--- src/asc_pkg.sv ---
// Shared constants, field layouts and types for the serial ADC conversion control block.
package asc_pkg;

    // System clock and conversion timing.
    localparam int CLK_PERIOD_NS = 50;
    localparam int CONV_TIME_NS = 4000;
    localparam int CONV_CYCLES = (CONV_TIME_NS + CLK_PERIOD_NS - 1) / CLK_PERIOD_NS;
    localparam int ACQ_TIME_NS = 4000;
    localparam int START_MIN_HIGH_NS = 40;

    // Data widths and serial frame lengths.
    localparam int RESULT_W = 16;
    localparam int CFG_W = 8;
    localparam int XFER_BITS = 16;
    localparam int ACQ_FALL_INDEX = 5;
    localparam int NAP_WAKE_FALL_INDEX = 1;
    localparam int ADDR_W = 8;
    localparam int DATA_W = 32;

    // Register byte offsets.
    localparam logic [7:0] ADDR_CTRL = 8'h00;
    localparam logic [7:0] ADDR_SAMPLE = 8'h04;
    localparam logic [7:0] ADDR_STATUS = 8'h08;
    localparam logic [7:0] ADDR_RESULT = 8'h0c;

    // Control register: resolution variant in the low two bits.
    localparam int CTRL_RES_LSB = 0;
    localparam logic [1:0] RES_16 = 2'h0;
    localparam logic [1:0] RES_14 = 2'h1;
    localparam logic [1:0] RES_12 = 2'h2;
    localparam logic [1:0] CTRL_RESET = 2'h0;
    localparam logic [15:0] SAMPLE_RESET = 16'h0000;
    localparam logic [15:0] MOST_POSITIVE_CODE = 16'h7fff;

    // Status register field positions.
    localparam int ST_BUSY = 0;
    localparam int ST_ACQ = 1;
    localparam int ST_PWR_LSB = 2;
    localparam int ST_CFG_VALID = 4;
    localparam int ST_CFG_LSB = 8;

    // Configuration word as it arrives, first bit in the top position.
    typedef struct packed {
        logic single_diff_select;
        logic odd_sign;
        logic [1:0] select;
        logic [1:0] dont_care;
        logic nap;
        logic sleep;
    } asc_config_t;

    // Multiplexer routing that the configuration word selects.
    typedef struct packed {
        logic [2:0] pos_channel;
        logic [2:0] neg_channel;
        logic neg_common;
    } asc_mux_t;

    // Power-down modes.
    typedef enum logic [1:0] {
        PWR_ON,
        PWR_NAP,
        PWR_SLEEP
    } asc_power_t;

    // Progress of the configuration word within a serial transfer.
    typedef enum logic [1:0] {
        XF_WAIT,
        XF_CONFIG,
        XF_DATA
    } asc_xfer_t;

endpackage

--- src/asc_sync.sv ---
// Two-stage synchroniser for a group of pin inputs.
module asc_sync
    import asc_pkg::*;
#(
    parameter int WIDTH = 4
) (
    // Clock and reset.
    input wire logic clock,
    input wire logic reset_n,
    // Asynchronous inputs and their synchronised copies.
    input wire logic [WIDTH-1:0] async_in,
    output logic [WIDTH-1:0] sync_out
);

    logic [WIDTH-1:0] meta_reg;

    generate
        if (WIDTH < 1) begin : g_check
            $error("asc_sync needs at least one bit");
        end
    endgenerate

    // The first stage feeds only the second stage, so metastability cannot spread.
    always_ff @(posedge clock or negedge reset_n) begin
        if (!reset_n) begin
            meta_reg <= '0;
            sync_out <= '0;
        end else begin
            meta_reg <= async_in;
            sync_out <= meta_reg;
        end
    end

endmodule

--- src/asc_conv_timer.sv ---
// Conversion timer standing in for the converter's internal clock.
module asc_conv_timer
    import asc_pkg::*;
#(
    parameter int CYCLES = CONV_CYCLES
) (
    // Clock and reset.
    input wire logic clock,
    input wire logic reset_n,
    // Start request and progress.
    input wire logic start,
    output logic busy,
    output logic done
);

    localparam int CNT_W = $clog2(CYCLES + 1);

    logic [CNT_W-1:0] count_reg;

    generate
        if (CYCLES < 1) begin : g_check
            $error("asc_conv_timer needs a count of at least one cycle");
        end
    endgenerate

    // A start while running is dropped here as well, so a conversion cannot restart.
    always_ff @(posedge clock or negedge reset_n) begin
        if (!reset_n) begin
            count_reg <= '0;
            busy <= 1'b0;
            done <= 1'b0;
        end else begin
            done <= 1'b0;
            if (busy) begin
                if (count_reg == CNT_W'(1)) begin
                    busy <= 1'b0;
                    done <= 1'b1;
                end
                count_reg <= count_reg - CNT_W'(1);
            end else if (start) begin
                busy <= 1'b1;
                count_reg <= CNT_W'(CYCLES);
            end
        end
    end

endmodule

--- src/asc_top.sv ---
// Serial conversion control of an eight-channel successive-approximation converter.
// Notes on behaviour
// - Results are two's complement, most positive 7fff.
// - Internal timer ends each conversion after 4us.
// - Start requests during a conversion are ignored.
// - Busy is low throughout every conversion.
// - 12/14-bit variants zero the last bits.
// - Read tied low keeps serial output enabled.
// - Read high keeps serial output tristated.
// - Launch on falling clock, capture on rising.
// - Previous result shifts out during configuration.
// - Result appears on the transfer after conversion.
// - Only first eight rising edges take configuration.
// - Differential mode picks pair and polarity.
// - Single-ended picks channel against common input.
// - Mux from first four bits, power last two.
// - Nap, power on, or sleep per bits.
// - Acquire from sixth falling edge to start.
// - Read high ignores clock and data in.
//
// Implementation choices: the register offsets and register access over Wishbone.
module asc_top
    import asc_pkg::*;
#(
    parameter int CONV_CYCLES_P = CONV_CYCLES
) (
    // System clock and reset.
    input wire logic clock,
    input wire logic reset_n,
    // Wishbone classic slave.
    input wire logic wb_cyc_i,
    input wire logic wb_stb_i,
    input wire logic wb_we_i,
    input wire logic [ADDR_W-1:0] wb_adr_i,
    input wire logic [3:0] wb_sel_i,
    input wire logic [DATA_W-1:0] wb_dat_i,
    output logic [DATA_W-1:0] wb_dat_o,
    output logic wb_ack_o,
    // Converter pins from the host.
    input wire logic conversion_start,
    input wire logic read_n,
    input wire logic serial_clock,
    input wire logic serial_in,
    // Converter pins to the host.
    output logic busy_n,
    output logic serial_out,
    output logic serial_out_oe_n,
    // Analog front-end controls.
    output logic [2:0] mux_pos_channel,
    output logic [2:0] mux_neg_channel,
    output logic mux_neg_common,
    output logic acquire,
    output logic [1:0] power_mode
);

    // Synchronised pins and edge history.
    logic [3:0] pins_sync;
    logic start_s;
    logic read_n_s;
    logic sck_s;
    logic sdi_s;
    logic start_prev_reg;
    logic sck_prev_reg;
    logic sck_rise;
    logic sck_fall;
    logic start_pulse;

    // Conversion progress.
    logic conv_busy;
    logic conv_done;

    // Serial transfer state.
    asc_xfer_t xfer_reg;
    logic [4:0] rise_count_reg;
    logic [4:0] fall_count_reg;
    logic [CFG_W-1:0] cfg_shift_reg;
    logic [CFG_W-1:0] cfg_word;
    logic [RESULT_W-1:0] out_shift_reg;

    // Configuration, power and result.
    asc_config_t config_reg;
    logic config_valid_reg;
    asc_mux_t mux_reg;
    asc_power_t power_reg;
    logic acquire_reg;
    logic [RESULT_W-1:0] result_reg;

    // Software registers.
    logic [1:0] res_reg;
    logic [RESULT_W-1:0] sample_reg;
    logic bus_req;
    logic bus_write;
    logic [DATA_W-1:0] read_value;

    // Clear the bits below the variant's resolution.
    function automatic logic [RESULT_W-1:0] apply_resolution(input logic [RESULT_W-1:0] code,
                                                             input logic [1:0] res);
        logic [RESULT_W-1:0] masked;
        masked = code;
        case (res)
            RES_14: masked = {code[RESULT_W-1:2], 2'h0};
            RES_12: masked = {code[RESULT_W-1:4], 4'h0};
            default: masked = code;
        endcase
        return masked;
    endfunction

    // Turn a configuration word into multiplexer routing.
    function automatic asc_mux_t decode_mux(input asc_config_t cfg);
        asc_mux_t m;
        m.pos_channel = {cfg.select, cfg.odd_sign};
        m.neg_channel = {cfg.select, ~cfg.odd_sign};
        m.neg_common = cfg.single_diff_select;
        return m;
    endfunction

    // Merge a write into a 16-bit register under the byte enables.
    function automatic logic [15:0] merge16(input logic [15:0] old, input logic [31:0] data,
                                            input logic [3:0] sel);
        logic [15:0] merged;
        merged = old;
        if (sel[0]) begin
            merged[7:0] = data[7:0];
        end
        if (sel[1]) begin
            merged[15:8] = data[15:8];
        end
        return merged;
    endfunction

    // Every pin passes two flip-flops before any logic looks at it.
    asc_sync #(
        .WIDTH(4)
    ) u_sync (
        .clock(clock),
        .reset_n(reset_n),
        .async_in({conversion_start, read_n, serial_clock, serial_in}),
        .sync_out(pins_sync)
    );

    assign start_s = pins_sync[3];
    assign read_n_s = pins_sync[2];
    assign sck_s = pins_sync[1];
    assign sdi_s = pins_sync[0];

    // Edge history of the synchronised start and serial clock.
    always_ff @(posedge clock or negedge reset_n) begin
        if (!reset_n) begin
            start_prev_reg <= 1'b0;
            sck_prev_reg <= 1'b0;
        end else begin
            start_prev_reg <= start_s;
            sck_prev_reg <= sck_s;
        end
    end

    // With read high the serial clock is not seen at all.
    assign sck_rise = !read_n_s && sck_s && !sck_prev_reg;
    assign sck_fall = !read_n_s && !sck_s && sck_prev_reg;
    // A start pulse shorter than a clock period may slip between samples.
    assign start_pulse = start_s && !start_prev_reg && !conv_busy;
    assign cfg_word = {cfg_shift_reg[CFG_W-2:0], sdi_s};

    // The conversion itself is timed by its own counter.
    asc_conv_timer #(
        .CYCLES(CONV_CYCLES_P)
    ) u_timer (
        .clock(clock),
        .reset_n(reset_n),
        .start(start_pulse),
        .busy(conv_busy),
        .done(conv_done)
    );

    assign busy_n = !conv_busy;

    // Edge counters and frame progress; a new conversion opens a new frame.
    always_ff @(posedge clock or negedge reset_n) begin
        if (!reset_n) begin
            rise_count_reg <= 5'h00;
            fall_count_reg <= 5'h00;
            xfer_reg <= XF_WAIT;
        end else if (start_pulse) begin
            rise_count_reg <= 5'h00;
            fall_count_reg <= 5'h00;
            xfer_reg <= XF_WAIT;
        end else begin
            if (sck_rise && rise_count_reg != 5'(XFER_BITS)) begin
                rise_count_reg <= rise_count_reg + 5'h01;
            end
            if (sck_fall && fall_count_reg != 5'(XFER_BITS)) begin
                fall_count_reg <= fall_count_reg + 5'h01;
            end
            case (xfer_reg)
                XF_WAIT: begin
                    if (sck_rise) begin
                        xfer_reg <= XF_CONFIG;
                    end
                end
                XF_CONFIG: begin
                    if (sck_rise && rise_count_reg == 5'(CFG_W - 1)) begin
                        xfer_reg <= XF_DATA;
                    end
                end
                XF_DATA: xfer_reg <= XF_DATA;
                default: xfer_reg <= XF_WAIT;
            endcase
        end
    end

    // Configuration bits are captured on rising edges, then input is ignored.
    always_ff @(posedge clock or negedge reset_n) begin
        if (!reset_n) begin
            cfg_shift_reg <= 8'h00;
            config_reg <= '0;
            config_valid_reg <= 1'b0;
        end else if (sck_rise && xfer_reg != XF_DATA) begin
            cfg_shift_reg <= cfg_word;
            if (rise_count_reg == 5'(CFG_W - 1)) begin
                config_reg <= asc_config_t'(cfg_word);
                config_valid_reg <= 1'b1;
            end
        end
    end

    // Routing follows the latched word, so it changes at the eighth rising edge, after acquisition has begun, and holds through hold.
    always_ff @(posedge clock or negedge reset_n) begin
        if (!reset_n) begin
            mux_reg <= '0;
        end else begin
            mux_reg <= decode_mux(config_reg);
        end
    end

    assign mux_pos_channel = mux_reg.pos_channel;
    assign mux_neg_channel = mux_reg.neg_channel;
    assign mux_neg_common = mux_reg.neg_common;

    // Acquisition runs from the sixth falling edge to the start of conversion.
    always_ff @(posedge clock or negedge reset_n) begin
        if (!reset_n) begin
            acquire_reg <= 1'b0;
        end else if (start_pulse) begin
            acquire_reg <= 1'b0;
        end else if (sck_fall && fall_count_reg == 5'(ACQ_FALL_INDEX)) begin
            acquire_reg <= 1'b1;
        end
    end

    assign acquire = acquire_reg;

    // Nap waits for the end of conversion; sleep changes on the last falling edge.
    always_ff @(posedge clock or negedge reset_n) begin
        if (!reset_n) begin
            power_reg <= PWR_ON;
        end else if (sck_fall && fall_count_reg == 5'(XFER_BITS - 1)) begin
            if (config_reg.sleep) begin
                power_reg <= PWR_SLEEP;
            end else if (power_reg == PWR_SLEEP) begin
                power_reg <= PWR_ON;
            end
        end else if (conv_done && config_reg.nap && !config_reg.sleep) begin
            power_reg <= PWR_NAP;
        end else if (sck_fall && fall_count_reg == 5'(NAP_WAKE_FALL_INDEX)
                     && power_reg == PWR_NAP) begin
            power_reg <= PWR_ON;
        end
    end

    assign power_mode = power_reg;

    // The finished code is loaded for the next transfer and shifted out MSB first.
    always_ff @(posedge clock or negedge reset_n) begin
        if (!reset_n) begin
            result_reg <= 16'h0000;
            out_shift_reg <= 16'h0000;
        end else if (conv_done) begin
            result_reg <= apply_resolution(sample_reg, res_reg);
            out_shift_reg <= apply_resolution(sample_reg, res_reg);
        end else if (sck_fall) begin
            out_shift_reg <= {out_shift_reg[RESULT_W-2:0], 1'b0};
        end
    end

    // Read low drives the pin; read high tristates it, whatever start does.
    assign serial_out = out_shift_reg[RESULT_W-1];
    assign serial_out_oe_n = read_n_s;

    // Bus request decode; the write lands on the edge that samples ack.
    assign bus_req = wb_cyc_i && wb_stb_i;
    assign bus_write = bus_req && wb_we_i && wb_ack_o;

    // Read multiplexer; unmapped offsets read as zero.
    always_comb begin
        read_value = 32'h0000_0000;
        case (wb_adr_i)
            ADDR_CTRL: read_value[CTRL_RES_LSB +: 2] = res_reg;
            ADDR_SAMPLE: read_value[RESULT_W-1:0] = sample_reg;
            ADDR_STATUS: begin
                read_value[ST_BUSY] = conv_busy;
                read_value[ST_ACQ] = acquire_reg;
                read_value[ST_PWR_LSB +: 2] = power_reg;
                read_value[ST_CFG_VALID] = config_valid_reg;
                read_value[ST_CFG_LSB +: CFG_W] = config_reg;
            end
            ADDR_RESULT: read_value[RESULT_W-1:0] = result_reg;
            default: read_value = 32'h0000_0000;
        endcase
    end

    // One wait state, then ack for one cycle; ack drops the cycle after.
    always_ff @(posedge clock or negedge reset_n) begin
        if (!reset_n) begin
            wb_ack_o <= 1'b0;
            wb_dat_o <= 32'h0000_0000;
        end else begin
            wb_ack_o <= bus_req && !wb_ack_o;
            if (bus_req && !wb_ack_o) begin
                wb_dat_o <= read_value;
            end
        end
    end

    // Writable registers: resolution variant and the code the converter produces.
    always_ff @(posedge clock or negedge reset_n) begin
        if (!reset_n) begin
            res_reg <= CTRL_RESET;
            sample_reg <= SAMPLE_RESET;
        end else if (bus_write) begin
            if (wb_adr_i == ADDR_CTRL && wb_sel_i[0]) begin
                res_reg <= wb_dat_i[CTRL_RES_LSB +: 2];
            end
            if (wb_adr_i == ADDR_SAMPLE) begin
                sample_reg <= merge16(sample_reg, wb_dat_i, wb_sel_i);
            end
        end
    end

endmodule

--- config.mk ---
export PLATFORM = sky130hd
export DESIGN_NAME = asc_top
export DESIGN_NICKNAME = d
export VERILOG_FILES = /design/src/asc_pkg.sv /design/src/asc_sync.sv /design/src/asc_conv_timer.sv /design/src/asc_top.sv
export SDC_FILE = /design/constraint.sdc
export NUM_CORES = 1
export LEC_CHECK = 0
export BUFFER_PORTS_ARGS = -buffer_cell sky130_fd_sc_hd__buf_2
export CORE_ASPECT_RATIO = 1.2
export CORE_MARGIN = 2
export CORE_UTILIZATION = 51
export DETAILED_ROUTE_END_ITERATION = 12
export GPL_TIMING_DRIVEN = 1
export PLACE_DENSITY = 0.74
export SLEW_MARGIN = 20
export SYNTH_ARGS = -nofsm -noshare
export SYNTH_HDL_FRONTEND = slang
export SYNTH_SLANG_ARGS = --single-unit
--- constraint.sdc ---
create_clock -name clock -period 2.1 [get_ports clock]
set_clock_uncertainty 0.15 [all_clocks]
set_input_delay 0 -clock clock [delete_from_list [all_inputs] [get_ports clock]]
set_output_delay 0 -clock clock [all_outputs]
set_load 0.02 [all_outputs]
==> metrics.txt <==
fraction of final layout cells sized beyond drive strength 1 0.281; Area Growth Syn to Fin 25.4%; number of distinct library cell variants in the gate-level netlist after synthesis 52; Starting Density 0.519; share of the cycle needed by the critical path after routing 0.966; fraction of power spent switching nets 0.258; switching component of the power 1.72 mW; sum of overflow across all layers after global routing 0; ordered list of cells on the worst path and4_2 -> nand4_4 -> mux2_2 -> dlygate4sd3_1; CTS H-Tree Depth 4; CP max stage cell sky130_fd_sc_hd__dlygate4sd3_1; most frequent standard cell in the layout excluding fill and tap cells sky130_fd_sc_hd__dfrtp_1; worst path required time 2.24 ns; fillers 780; Async S/R FF share, synth 1.00; share of power burned in registers 0.432; later-pin clock latency in the skew report 0.41 ns; post-synthesis sequential area ratio 0.562; Logic pwr share 0.135; setup total negative slack 0 ns; FMAX 493 MHz; number of buffers inserted by port buffering 64; share of total power in the clock network 0.433; arrival time of data at the critical path endpoint 2.16 ns; number of standard cells after synthesis 461; fin. max-slew vios 0; Reg2Reg Setup Slack 0.07 ns; Static Leakage 3.31 nW; Antenna Nets Post-Route 0; I/O pin cnt 99; gr usage total 0.213; category of cells accounting for the largest share of critical-path delay buffers and inverters; normalized max-slew margin 0.454; Worst Path Buf+Inv 1; total length of routed wires 11500 um; antenna violations before repair 0; Post-CTS Setup Bufs 0; average routed wire per standard cell 16.2 um; type of the worst setup path reg -> reg; Synth warnings 0; Syn Std Cell Area 5430 um^2; result of the run complete, no violations; CP max stage delay 0.56 ns; Routability Congestion 0.834; Diodes inserted 0; crit path launch type flip-flop; max-cap viol count 0; path type of the worst min-delay path in -> async; final cell count without fillers 709; first-pass GRT wire length 18900 um; reg2reg start wb_ack_o; core box area 10500 um^2; die area 11500 um^2; shortest period the worst path allows 2.03 ns; post-DR vias/cell 5.40; commonest non-fill, non-tap cells in the layout 122 x sky130_fd_sc_hd__dfrtp_1, 63 x sky130_fd_sc_hd__buf_2, 50 x sky130_fd_sc_hd__o21ai_0, 39 x sky130_fd_sc_hd__nand2_1, 35 x sky130_fd_sc_hd__mux2_2; Clock Root Buffer sky130_fd_sc_hd__clkbuf_16; Worst R2R End sample_reg[5]; Top FF cell, synth sky130_fd_sc_hd__dfrtp_1; post-synthesis register bit count 122; transition time at the pin with the least slew margin 0.816 ns; number of remaining DRC errors 0; TritonCTS clock tree yes; clock input transition at the sequential cells of the worst setup and hold paths 0.05 ns; maximum net fanout on the critical path 8; Hold Vio Cnt, Final 0; TritonCTS sink count 122; Iter 0 DRT Violations 180; CP Capture Type flip-flop; post-detail-place hpwl 7410 um; Internal Power 4.92 mW; drt first pass iters 4; via count of the first global-routing pass 3974; clock buffer depth 2; PnR Total Power 6.64 mW; final setup vio count 0; number of nets in the finished design 632; Post-Synthesis Mean Instance Area 11.8 um^2; via count 3831; Post-Route Utilization 0.651; worst hold slack after final layout 0.0276 ns; power density relative to cell area 975 nW/um^2; die width 98.2 um; FF-to-FF path depth 4; number of placed instances with taps included 647; Max VDD drop 0.000563 V; Cell Rows 41; EDFF count, synth 0; CTS Buf Count 17; pin count of the biggest net entering global routing 53; Die Span Y 117 um; setup repair after global routing missed its margin false
metrics by stage:
step           cell area, um^2  setup WS [ns]
6_report                  6810         0.0714
5_1_grt                   6810         0.0163
4_1_cts                   6810          0.101
3_5_place_dp              5910          0.202
3_3_place_gp              5910          0.229
2_1_floorplan             5480          0.190
power groups by stage:
stage	clock network [mW]	logic, mW	registers, mW
final	2.87	0.895	2.87
after global routing	3.03	1.02	2.90
after CTS	2.91	0.905	2.86
after detailed placement	0	0.863	2.90
after global placement	0	0.803	2.88
after floorplan	0	0.630	2.83
area by class of cell:
cell class / instances / area (um^2) / share of cell area
multi-input combinational: 287 / 2090 / 0.307
clock buffer: 25 / 505 / 0.0743
inverter: 31 / 116 / 0.0171
timing repair buffer: 108 / 791 / 0.116
clock inverter: 7 / 87.6 / 0.0129
tap: 129 / 161 / 0.0237
sequential: 122 / 3050 / 0.448
worst reg2reg max path, stage by stage, from the launching register on:
cell and delay (ns):
sky130_fd_sc_hd__dfrtp_1 0.37, sky130_fd_sc_hd__and4_2 0.28, sky130_fd_sc_hd__nand4_4 0.21, sky130_fd_sc_hd__mux2_2 0.34, sky130_fd_sc_hd__dlygate4sd3_1 0.56
cells by family after synthesis:
family	synth area share
AOI/OAI and AO/OA	0.0934
muxes	0.133
and+or+nand+nor	0.109
adders and majority gates	0.0277
DFF	0.562
buffers and inverters	0.0634
other	0.000691
xor gates and xnor gates	0.0113
how the worst max path moves through the flow:
stage,from,end,depth (start not counted),slack (ns)
floorplan,u_sync.sync_out[2],config_reg[0],4,0.19
global placement,wb_adr_i[1],sample_reg[14],6,0.23
detailed placement,wb_adr_i[1],sample_reg[12],6,0.20
CTS,wb_ack_o,sample_reg[6],4,0.10
global route,wb_ack_o,sample_reg[5],4,0.02
finish,wb_ack_o,sample_reg[5],4,0.07
synthesized netlist by cell type, types with 2 or more instances:
library cell / number / area (um^2)
sky130_fd_sc_hd__nand2b_1: 3 / 18.8
sky130_fd_sc_hd__nand2_1: 39 / 146
sky130_fd_sc_hd__a21oi_1: 8 / 40.0
sky130_fd_sc_hd__xor2_1: 5 / 43.8
sky130_fd_sc_hd__o311ai_0: 2 / 17.5
sky130_fd_sc_hd__xnor2_1: 2 / 17.5
sky130_fd_sc_hd__o211ai_1: 4 / 30.0
sky130_fd_sc_hd__a211oi_1: 3 / 22.5
sky130_fd_sc_hd__buf_4: 19 / 143
sky130_fd_sc_hd__nor3b_1: 2 / 15.0
sky130_fd_sc_hd__nor3_1: 3 / 15.0
sky130_fd_sc_hd__nor2_1: 16 / 60.1
sky130_fd_sc_hd__o21ai_0: 50 / 250
sky130_fd_sc_hd__or4_1: 2 / 15.0
sky130_fd_sc_hd__mux2_2: 35 / 394
sky130_fd_sc_hd__mux2_4: 8 / 120
sky130_fd_sc_hd__nand4bb_1: 2 / 22.5
sky130_fd_sc_hd__nand3_1: 13 / 65.1
sky130_fd_sc_hd__mux2i_1: 16 / 160
sky130_fd_sc_hd__ha_1: 12 / 150
sky130_fd_sc_hd__clkbuf_1: 11 / 41.3
sky130_fd_sc_hd__and4_1: 2 / 17.5
sky130_fd_sc_hd__buf_2: 3 / 15.0
sky130_fd_sc_hd__a22oi_1: 14 / 105
sky130_fd_sc_hd__and2_1: 2 / 12.5
sky130_fd_sc_hd__nand4_1: 7 / 43.8
sky130_fd_sc_hd__inv_1: 31 / 116
sky130_fd_sc_hd__mux4_2: 2 / 45.0
sky130_fd_sc_hd__dfrtp_1: 122 / 3050
metal layers:
metal	wire length (um)	track usage	share of wire
met1	4540	0.238	0.39
met2	6130	0.375	0.53
met3	574	0.0707	0.050
met4	263	0.0922	0.023
met5	0	0	0
what timing repair did:
action | in CTS | in global routing
endpoints found under the hold margin | 150 | 0
resized for setup | 0 | 1
hold buffers | 30 | 0
setup endpoints to repair | 0 | 2
Power figures use the tool's default switching activity.
